<file path="src/rtl/fdc_cmd_pkg.sv">
// Constants for the disk command interpreter
package fdc_cmd_pkg;
   localparam logic [4:0] OP_READ_ID     = 5'h0a;
   localparam logic [4:0] OP_VERIFY      = 5'h16;
   localparam logic [4:0] OP_WRITE       = 5'h05;
   localparam logic [4:0] OP_WRITE_DEL   = 5'h09;
   localparam logic [7:0] OP_VERSION     = 8'h10;
   localparam logic [7:0] VERSION_ANSWER = 8'h90;
   localparam int MT_BIT   = 7;
   localparam int DENS_BIT = 6;
   localparam int SKIP_BIT = 5;
   localparam int EC_BIT   = 7;
   localparam int HEAD_BIT = 2;
   localparam logic [3:0] PARAMS_FULL  = 4'h9;
   localparam logic [3:0] PARAMS_SHORT = 4'h2;
   localparam logic [2:0] RESULTS_FULL = 3'h7;
   localparam logic [7:0] ST0_INVALID  = 8'h80;
   localparam logic [7:0] SIZE_BASE    = 8'h80;
   typedef enum logic [2:0] {
      S_IDLE, S_PARAM, S_EXEC, S_DATA, S_RESULT
   } phase_t;
endpackage : fdc_cmd_pkg

</file>
<file path="src/rtl/byte_skid_buffer.sv">
// Two-entry byte buffer with valid/ready on both sides
`timescale 1ns/10ps
`default_nettype none
module byte_skid_buffer
(
   input  wire logic       clk,
   input  wire logic       rstSyncN,
   input  wire logic [7:0] inData,
   input  wire logic       inValid,
   output var  logic       inReady,
   output var  logic [7:0] outData,
   output var  logic       outValid,
   input  wire logic       outReady
);
   logic [7:0] slot_r [2];
   logic [1:0] count_r;
   logic       rdIdx_r;
   logic       wrIdx_r;
   wire        doPush = inValid && inReady;
   wire        doPop  = outValid && outReady;

   assign inReady  = (count_r != 2'h2);
   assign outValid = (count_r != 2'h0);
   assign outData  = slot_r[rdIdx_r];

   always_ff @(posedge clk or negedge rstSyncN)
   begin
      if (!rstSyncN)
      begin
         count_r <= 2'h0;
         rdIdx_r <= 1'b0;
         wrIdx_r <= 1'b0;
         slot_r[0] <= 8'h00;
         slot_r[1] <= 8'h00;
      end
      else
      begin
         if (doPush)
         begin
            slot_r[wrIdx_r] <= inData;
            wrIdx_r <= ~wrIdx_r;
         end
         if (doPop)
            rdIdx_r <= ~rdIdx_r;
         count_r <= count_r + {1'b0, doPush} - {1'b0, doPop};
      end
   end
endmodule : byte_skid_buffer
`default_nettype wire

</file>
<file path="src/rtl/fdc_cmd_engine.sv">
// Command interpreter: read identifier, verify, version, write commands
`timescale 1ns/10ps
`default_nettype none
module fdc_cmd_engine
(
   input  wire logic       core_clk,
   input  wire logic       rst_n,
   input  wire logic [7:0] cmdByte,
   input  wire logic       cmdValid,
   output var  logic       cmdReady,
   output var  logic [7:0] resultByte,
   output var  logic       resultValid,
   input  wire logic       resultReady,
   input  wire logic [7:0] hostData,
   input  wire logic       hostDataValid,
   output var  logic       hostDataReady,
   output var  logic [7:0] diskData,
   output var  logic       diskDataValid,
   input  wire logic       diskDataReady,
   output var  logic       execStart,
   output var  logic       execWrite,
   output var  logic       execReadId,
   output var  logic       deletedMark,
   output var  logic       multitrack_flag,
   output var  logic       density_select,
   output var  logic       skip_deleted_flag,
   output var  logic       enable_count_flag,
   output var  logic       head_select,
   output var  logic       drive_select_hi,
   output var  logic       drive_select_lo,
   output var  logic [7:0] last_sector_number,
   output var  logic [7:0] gap_length,
   output var  logic [7:0] data_length,
   input  wire logic       sectorDeleted,
   input  wire logic       sectorNext,
   input  wire logic       execDone,
   input  wire logic [7:0] status_byte_0,
   input  wire logic [7:0] status_byte_1,
   input  wire logic [7:0] status_byte_2,
   input  wire logic [7:0] idCyl,
   input  wire logic [7:0] idHead,
   input  wire logic [7:0] idSector,
   input  wire logic [7:0] idSize,
   output var  logic       busy
);
   import fdc_cmd_pkg::*;

   // ========================================
   // Reset release
   logic [1:0] rstPipe_r;
   wire        rstSyncN = rstPipe_r[1];
   always_ff @(posedge core_clk or negedge rst_n)
   begin
      if (!rst_n)
         rstPipe_r <= 2'b00;
      else
         rstPipe_r <= {rstPipe_r[0], 1'b1};
   end

   // ========================================
   // Command decode
   phase_t     phase_r;
   logic [7:0] opcode_r;
   logic [7:0] par_r [9];
   logic [3:0] parIdx_r;
   logic [3:0] parNeed_r;
   logic [2:0] resIdx_r;
   logic [2:0] resNeed_r;
   logic [7:0] res_r [7];
   logic [15:0] byteCnt_r;
   logic       resultOut_r;

   wire        cmdTake   = cmdValid && cmdReady;
   wire        isReadId  = (cmdByte[4:0] == OP_READ_ID) && !cmdByte[7]
                           && !cmdByte[SKIP_BIT];
   wire        isVerify  = (cmdByte[4:0] == OP_VERIFY);
   wire        isWrite   = (cmdByte[4:0] == OP_WRITE)
                           && !cmdByte[SKIP_BIT];
   wire        isWrDel   = (cmdByte[4:0] == OP_WRITE_DEL)
                           && !cmdByte[SKIP_BIT];
   wire        isVersion = (cmdByte == OP_VERSION);
   wire        opWrite   = (opcode_r[4:0] == OP_WRITE)
                           || (opcode_r[4:0] == OP_WRITE_DEL);
   wire        opReadId  = (opcode_r[4:0] == OP_READ_ID);
   // Size code bounds the sector: 128 << N bytes, capped at code 7
   // Slots: 2 cyl, 3 head, 4 sector, 5 size, 6 last, 7 gap, 8 length
   wire [2:0]  sizeCode  = (par_r[5] > 8'h07) ? 3'h7 : par_r[5][2:0];
   wire [15:0] sectorLen = 16'(SIZE_BASE) << sizeCode;
   // Nonzero data length with size code 0 trims the short sector
   wire [15:0] sectorLim = (par_r[5] == 8'h00 && par_r[8] != 8'h00)
                           ? {8'h00, par_r[8]} : sectorLen;
   wire        lastByte  = (byteCnt_r == sectorLim - 16'h0001);

   // Buffer between host data and disk write path
   logic       bufInValid;
   logic       bufInReady;
   assign bufInValid    = (phase_r == S_DATA) && hostDataValid;
   assign hostDataReady = (phase_r == S_DATA) && bufInReady;
   wire        dataTake = bufInValid && bufInReady;

   byte_skid_buffer u_buf
   (
      .clk      (core_clk),
      .rstSyncN (rstSyncN),
      .inData   (hostData),
      .inValid  (bufInValid),
      .inReady  (bufInReady),
      .outData  (diskData),
      .outValid (diskDataValid),
      .outReady (diskDataReady)
   );

   assign cmdReady    = (phase_r == S_IDLE) || (phase_r == S_PARAM);
   assign resultValid = resultOut_r;
   assign resultByte  = res_r[resIdx_r];
   assign busy        = (phase_r != S_IDLE);

   assign multitrack_flag   = opcode_r[MT_BIT];
   assign density_select    = opcode_r[DENS_BIT];
   assign skip_deleted_flag = opcode_r[SKIP_BIT];
   assign enable_count_flag = par_r[1][EC_BIT];
   assign head_select       = par_r[1][HEAD_BIT];
   assign drive_select_hi   = par_r[1][1];
   assign drive_select_lo   = par_r[1][0];
   assign last_sector_number = par_r[6];
   assign gap_length        = par_r[7];
   assign data_length       = par_r[8];
   assign execWrite         = opWrite;
   assign execReadId        = opReadId;
   assign deletedMark       = (opcode_r[4:0] == OP_WRITE_DEL);

   // ========================================
   // Sequencer
   always_ff @(posedge core_clk or negedge rstSyncN)
   begin
      if (!rstSyncN)
      begin
         phase_r     <= S_IDLE;
         opcode_r    <= 8'h00;
         parIdx_r    <= 4'h0;
         parNeed_r   <= 4'h0;
         resIdx_r    <= 3'h0;
         resNeed_r   <= 3'h0;
         byteCnt_r   <= 16'h0000;
         resultOut_r <= 1'b0;
         execStart   <= 1'b0;
         for (int i = 0; i < 9; i++)
            par_r[i] <= 8'h00;
         for (int i = 0; i < 7; i++)
            res_r[i] <= 8'h00;
      end
      else
      begin
         execStart <= 1'b0;
         case (phase_r)
            S_IDLE:
               if (cmdTake)
               begin
                  opcode_r <= cmdByte;
                  par_r[0] <= cmdByte;
                  parIdx_r <= 4'h1;
                  resIdx_r <= 3'h0;
                  if (isVersion)
                  begin
                     res_r[0]    <= VERSION_ANSWER;
                     resNeed_r   <= 3'h1;
                     resultOut_r <= 1'b1;
                     phase_r     <= S_RESULT;
                  end
                  else if (isReadId)
                  begin
                     parNeed_r <= PARAMS_SHORT;
                     phase_r   <= S_PARAM;
                  end
                  else if (isVerify || isWrite || isWrDel)
                  begin
                     parNeed_r <= PARAMS_FULL;
                     phase_r   <= S_PARAM;
                  end
                  else
                  begin
                     // Unknown opcodes answer a single invalid status
                     res_r[0]    <= ST0_INVALID;
                     resNeed_r   <= 3'h1;
                     resultOut_r <= 1'b1;
                     phase_r     <= S_RESULT;
                  end
               end
            S_PARAM:
               if (cmdTake)
               begin
                  par_r[parIdx_r] <= cmdByte;
                  parIdx_r        <= parIdx_r + 4'h1;
                  if (parIdx_r == parNeed_r - 4'h1)
                  begin
                     execStart <= 1'b1;
                     byteCnt_r <= 16'h0000;
                     phase_r   <= opWrite ? S_DATA : S_EXEC;
                  end
               end
            S_DATA:
               if (execDone)
                  phase_r <= S_EXEC;
               else if (sectorNext)
                  byteCnt_r <= 16'h0000;
               else if (dataTake && lastByte)
                  phase_r <= S_EXEC;
               else if (dataTake)
                  byteCnt_r <= byteCnt_r + 16'h0001;
            S_EXEC:
               if (execDone)
               begin
                  // Status first, then the identifier reached
                  res_r[0]    <= status_byte_0;
                  res_r[1]    <= status_byte_1;
                  res_r[2]    <= status_byte_2;
                  res_r[3]    <= idCyl;
                  res_r[4]    <= idHead;
                  res_r[5]    <= idSector;
                  res_r[6]    <= idSize;
                  resNeed_r   <= RESULTS_FULL;
                  resultOut_r <= 1'b1;
                  phase_r     <= S_RESULT;
               end
               else if (opWrite && sectorNext && !diskDataValid)
               begin
                  // Never skips: writes with the skip bit set are refused at decode, so the flag is clear here
                  if (!(skip_deleted_flag && sectorDeleted))
                  begin
                     byteCnt_r <= 16'h0000;
                     phase_r   <= S_DATA;
                  end
               end
            S_RESULT:
               if (resultValid && resultReady)
               begin
                  if (resIdx_r == resNeed_r - 3'h1)
                  begin
                     resultOut_r <= 1'b0;
                     phase_r     <= S_IDLE;
                  end
                  else
                     resIdx_r <= resIdx_r + 3'h1;
               end
            default:
               phase_r <= S_IDLE;
         endcase
      end
   end
endmodule : fdc_cmd_engine
`default_nettype wire

</file>
<file path="config.mk">
export PLATFORM = sky130hd
export DESIGN_NAME = fdc_cmd_engine
export DESIGN_NICKNAME = d
export VERILOG_FILES = /design/src/rtl/fdc_cmd_pkg.sv /design/src/rtl/byte_skid_buffer.sv /design/src/rtl/fdc_cmd_engine.sv
export SDC_FILE = /design/constraint.sdc
export NUM_CORES = 1
export LEC_CHECK = 0
export BUFFER_PORTS_ARGS = -buffer_cell sky130_fd_sc_hd__buf_4
export CAP_MARGIN = 5
export CORE_UTILIZATION = 41
export CTS_BUF_LIST = sky130_fd_sc_hd__clkbuf_4
export DETAILED_ROUTE_END_ITERATION = 8
export PLACE_DENSITY = 0.71
export RECOVER_POWER = 25
export SETUP_SLACK_MARGIN = 0.4
export SYNTH_ARGS = -nofsm -noshare
export SYNTH_HDL_FRONTEND = slang
export SYNTH_SLANG_ARGS = --single-unit
</file>
<file path="constraint.sdc">
create_clock -name core_clk -period 10.95 [get_ports core_clk]
set_clock_uncertainty 0.05 [all_clocks]
set_input_delay 1.6425 -clock core_clk [delete_from_list [all_inputs] [get_ports core_clk]]
set_output_delay 1.6425 -clock core_clk [all_outputs]
set_load 0.02 [all_outputs]
</file>
==> impl_metrics.ini, run 1 <==
[clocking]
post_cts_resized = 0
cts_num_sinks = 154
cts_buffers = 17
htree_levels = 4
clk_latency_ns = 0.56
post-cts-setup-buffer-count = 0
clockRootBuffer = clkbuf_4
cts_buffer_depth = 2
clk_pin_slew_ns = 0.13
holdBufCountCts = 0
cts_tree = done

[detailed_routing]
vias_per_cell = 5.39
drtIter0Drc = 419
drt_first_pass_iters = 4
routed_wl_mm = 18.5
wire_per_inst_um = 16.6
ant_nets = 0
vias = 5996
drcViolationCount = 0

[power]
powerDensity_mw_per_mm2 = 196
ir_worst_vdd_v = 0.000122
p_leak_nw = 4.35

[outcome]
violations = capacitance limit, slew limit
run_status = finished, violations left

[yosys]
synth-edff-count = 0
synth_area_per_cell_um2 = 11.2
ys_types = 79
synth_seq_cells = 154
async_flop_share = 1.00
synth_ff_type = dfrtp_1
netlist_area_mm2 = 0.00830
ys_seq_area_frac = 0.464
synth_warnings = 0
synth_cells = 740
synth_fp_nets = 833

[flow_run]
drv_cap = 1

[placed_design]
place_congestion = 0.832
dp_hpwl_mm = 13.0
io_buffers = 136
dp_slack_ns = 6.73

[global_route]
grt_pass1_vias = 5985
grt_pass1_wl_mm = 30.8
grt_max_degree = 81
antenna_found_initial = 1
grt-ovfl-total = 0
grtUsageTotal = 0.191

[timing]
fmax_mhz = 227
hold_ws_ns = 0.333
rsz0062_at_grt = no
hold_violations = 0
finalSetupTns_ns = 0
fin_ws_ns = 6.54
setup_viol = 0
relSlewSlack = -0.926
min_period_over_period = 0.402
min_period_ns = 4.41
maxSlewViolCount = 74
tightest_slew_ns = 2.89

[cells_and_area]
postLayoutCoreUtil = 0.485
drive_gt1_frac = 0.380
layout.nets = 927
nFillCells = 1857
layout_commonest_cell = dfrtp_1
area_growth_pct = 14.9
layout_common_cells = dfrtp_1, buf_4, mux2_2

[setup_path]
critPathCaptureType = primary output
critPathLaunchType = flop
required_ns = 9.26
crit_fanout = 21
cp_data_arrival_time_ns = 2.71
critical_path_class = reg2out

[hold_path]
hold_path_class = reg2reg

[floorplan]
start_util = 0.422
core_area_mm2 = 0.0197
io_pins = 137
die_y_um = 144
rows = 51
die_x_um = 144
die-area_mm2 = 0.0208
## layout make-up
| class | count | area [µm²] | share of cell area |
|---|---|---|---|
| antenna | 1 | 2.50 | 0.000262 |
| multi-input combinational | 502 | 3990 | 0.419 |
| tap | 265 | 332 | 0.0348 |
| clock buffer | 18 | 135 | 0.0142 |
| inverter | 20 | 75.1 | 0.00787 |
| clock inverter | 14 | 113 | 0.0118 |
| timing repair buffer | 139 | 1030 | 0.108 |
| sequential | 154 | 3850 | 0.404 |
## metrics by stage
step           power [mW]  cell area, µm²  std cells
4_1_cts              1.89            9550       1112
2_1_floorplan        1.34            8300        740
6_report             1.87            9540       1113
3_3_place_gp         1.55            9310       1080
3_5_place_dp         1.57            9310       1080
5_1_grt              2.01            9540       1113
## worst paths after layout
kind | startpoint | end | slack (ns) | cells past startpoint
setup / recovery | resIdx_r[0]$_DFFE_PN0P_ | resultByte[5] | 6.54 | 4
hold / removal | rstPipe_r[0]$_DFF_PN0_ | rstPipe_r[1]$_DFF_PN0_ | 0.33 | 0
setup reg to reg | par_r[25]$_DFFE_PN0P_ | byteCnt_r[3]$_DFFE_PN0P_ | 6.76 | 11
hold reg to reg | rstPipe_r[0]$_DFF_PN0_ | rstPipe_r[1]$_DFF_PN0_ | 0.33 | 0
max in group asynchronous | rstPipe_r[1]$_DFF_PN0_ | byteCnt_r[15]$_DFFE_PN0P_ | 7.47 | 1
min in group asynchronous | rst_n | rstPipe_r[1]$_DFF_PN0_ | 0.80 | 1
## power by group
part,internal (mW),total (mW),switching (mW)
Clock,0.0969,0.317,0.220
Sequential,0.729,0.878,0.149
Combinational,0.355,0.675,0.321
## sequential cells by signal, summed over array words and instances, names as in the netlist, 2 cells and up
register,count
byteCnt_r,16
data_length,8
gap_length,8
last_sector_number,8
opcode_r,8
parIdx_r,4
parNeed_r,2
par_r,8
phase_r,3
resIdx_r,3
resNeed_r,2
res_r,56
rstPipe_r,2
u_buf.count_r,2
u_buf.slot_r,16
## cell usage after synthesis (7+ instances only)
cell	n	area (µm²)
a21oi_1	29	145
a22o_1	7	61.3
a32oi_1	8	70.1
buf_4	26	195
clkbuf_1	27	101
dfrtp_1	154	3850
ha_1	12	150
inv_1	20	75.1
mux2_2	117	1320
mux2i_1	11	110
mux4_2	8	180
nand2_1	49	184
nand3_1	18	90.1
nand4_1	7	43.8
nor2_1	53	199
nor2b_1	7	43.8
nor3_1	11	55.1
nor4_1	7	43.8
o21ai_0	21	105
or3_1	7	43.8
xnor2_1	12	105
xor2_1	10	87.6
## metal layers
metal | up-vias | routed length [µm] | GRT usage
li1 | 2862 | - | -
met1 | 2969 | 8620 | 0.268
met2 | 139 | 8520 | 0.283
met3 | 26 | 928 | 0.0490
met4 | 0 | 408 | 0.0681
met5 | - | 0 | 0
## kinds of logic after synthesis
| kind of cell | Yosys count | synth area share |
|---|---|---|
| muxes | 136 | 0.194 |
| xor gates and xnor gates | 22 | 0.0232 |
| buffers and inverters | 84 | 0.0541 |
| adders and majority gates | 12 | 0.0181 |
| and+or+nand+nor | 209 | 0.139 |
| other | 1 | 0.000452 |
| DFF | 154 | 0.464 |
| AOI/OAI and AO/OA | 122 | 0.107 |
## critical path, stage by stage, from the launching register on
cell     delay (ns)
dfrtp_1        1.04
nor2b_1        0.58
a21oi_1        0.17
a21oi_1        0.21
buf_4          0.17
(Power assumes the default switching activity.)
==> run 2, diff against run 1 <==
Clock period 10.95 ns to 4.45 ns, I/O delays scaled along.
==> run 2 against run 1 <==
Compared with the run above: the run still ends with capacitance limit, slew limit left; setup slack got worse by 5.9 ns; cell count grew 0.81%; cell area grew 1.2%; critical endpoint is now byteCnt_r[3]$_DFFE_PN0P_; largest power group unchanged.
==> impl_metrics.ini, run 2 (same netlist as run 1, synthesis figures left out) <==
[outcome]
run_status = finished, violations left
violations = capacitance limit, slew limit

[cells_and_area]
nFillCells = 1881
area_growth_pct = 16.2
layout_commonest_cell = dfrtp_1
postLayoutCoreUtil = 0.491
reg.largest.list = res_r (56), byteCnt_r (16), u_buf.slot_r (16)
layout_common_cells = dfrtp_1, buf_4, mux2_2
drive_gt1_frac = 0.389
layout.nets = 937
regMostFlops = res_r
largest_reg_flops = 56

[floorplan]
die_y_um = 144
io_pins = 137
die_x_um = 144
rows = 51
start_util = 0.422
core_area_mm2 = 0.0197
die-area_mm2 = 0.0208

[timing]
finalSetupTns_ns = 0
relSlewSlack = -0.679
tightest_slew_ns = 2.52
hold_violations = 0
setup_viol = 0
fmax_mhz = 264
rsz0062_at_grt = no
min_period_over_period = 0.850
maxSlewViolCount = 62
min_period_ns = 3.78
fin_ws_ns = 0.666
hold_ws_ns = 0.259

[setup_path]
required_ns = 4.85
cpMaxStageDelayCell = dfrtp_1
crit_path_max_incr_delay_ns = 0.51
path_cells = nor4_4, and2_2, nand2_1, ha_1, a21boi_0, a311o_1, a32o_1, nor4b_4, o2111ai_4, a32o_1, a31o_1
critical_path_class = reg2reg
critPathCaptureType = flop
critPathLaunchType = flop
crit_fanout = 19
cp_data_arrival_time_ns = 4.18
crit_top_cell = a32o_1

[detailed_routing]
wire_per_inst_um = 16.6
wl_met3_um = 988
drtIter0Drc = 394
drcViolationCount = 0
vias = 6040
wirelength_met1_mm = 8.46
ant_nets = 0
vias_per_cell = 5.38
drt_first_pass_iters = 4
met2WireLength_mm = 8.87
top_layer = met4
routed_wl_mm = 18.6

[global_route]
grt_pass1_vias = 5983
grtUsageTotal = 0.190
grt_pass1_wl_mm = 30.8
grt_max_degree = 92
grt-ovfl-total = 0
antenna_found_initial = 1

[power]
p_seq_frac = 0.451
comb_power_share = 0.377
p_int_mw = 2.97
powerDensity_mw_per_mm2 = 484
p_leak_nw = 4.41
p_sw_mw = 1.69
ir_worst_vdd_v = 0.000253
switching_share = 0.363
clkPwrFrac = 0.173

[placed_design]
dp_slack_ns = 0.516
dp_hpwl_mm = 13.2
place_congestion = 0.863
io_buffers = 136

[clocking]
clk_latency_ns = 0.56
clk_pin_slew_ns = 0.13
cts_buffer_depth = 2
cts_tree = done
htree_levels = 4
clockRootBuffer = clkbuf_4
cts_num_sinks = 154
cts_buffers = 17

[hold_path]
hold_path_class = in2reg

[flow_run]
drv_cap = 1
-- run 2: repair_timing --
item	4_1_cts	5_1_grt
resized for setup	0	1
hold endpoints to repair	2	0
endpoints found under the setup margin	0	16
buffers inserted	0	2
hold buffers	1	0
-- run 2: worst paths after layout --
path	startpoint	to	slack [ns]	depth (start not counted)
max	par_r[26]$_DFFE_PN0P_	byteCnt_r[3]$_DFFE_PN0P_	0.67	11
min	execDone	phase_r[0]$_DFFE_PN0P_	0.26	2
max reg2reg	par_r[26]$_DFFE_PN0P_	byteCnt_r[3]$_DFFE_PN0P_	0.67	11
min reg2reg	rstPipe_r[0]$_DFF_PN0_	rstPipe_r[1]$_DFF_PN0_	0.32	0
max in group asynchronous	rstPipe_r[1]$_DFF_PN0_	opcode_r[1]$_DFFE_PN0P_	1.85	1
min in group asynchronous	rst_n	rstPipe_r[1]$_DFF_PN0_	0.34	2
-- run 2: per-stage QoR --
step | total power, mW | cell area, µm² | cells
3_5_place_dp | 3.90 | 9370 | 1087
2_1_floorplan | 3.30 | 8300 | 740
6_report | 4.66 | 9650 | 1122
4_1_cts | 4.72 | 9640 | 1119
5_1_grt | 4.98 | 9650 | 1122
3_3_place_gp | 3.83 | 9370 | 1087
-- run 2: layout make-up --
type                    instances  area, µm²  area share
multi-input cells             502       4000       0.415
flip-flops and latches        154       3850       0.399
repair buffers                149       1130       0.117
well taps                     265        332      0.0344
clock buffers                  18        135      0.0140
clock inverters                13        119      0.0123
inverters                      20       75.1     0.00778
diodes                          1       2.50    0.000259
-- run 2: worst max-delay path: cells and delay by family, from the launching register on --
kind,cells,cell delay [ns]
adder cells (fa/ha/maj),1,0.29
AO/OA/AOI/OAI,6,1.73
AND/OR/NAND/NOR,4,1.11
flip-flops,1,0.51
-- run 2: power groups by stage --
stage | combinational, mW | clock, mW | sequential, mW
finish | 1.76 | 0.805 | 2.10
global route | 1.93 | 0.889 | 2.17
CTS | 1.77 | 0.838 | 2.11
detailed placement | 1.76 | 0 | 2.14
global placement | 1.72 | 0 | 2.12
floorplan | 1.24 | 0 | 2.06
-- run 2: metal layers --
layer,vias to the layer above,global-route usage
met3,24,0.0520
met4,0,0.0582
met2,139,0.296
met1,3000,0.256
li1,2877,-
met5,-,0
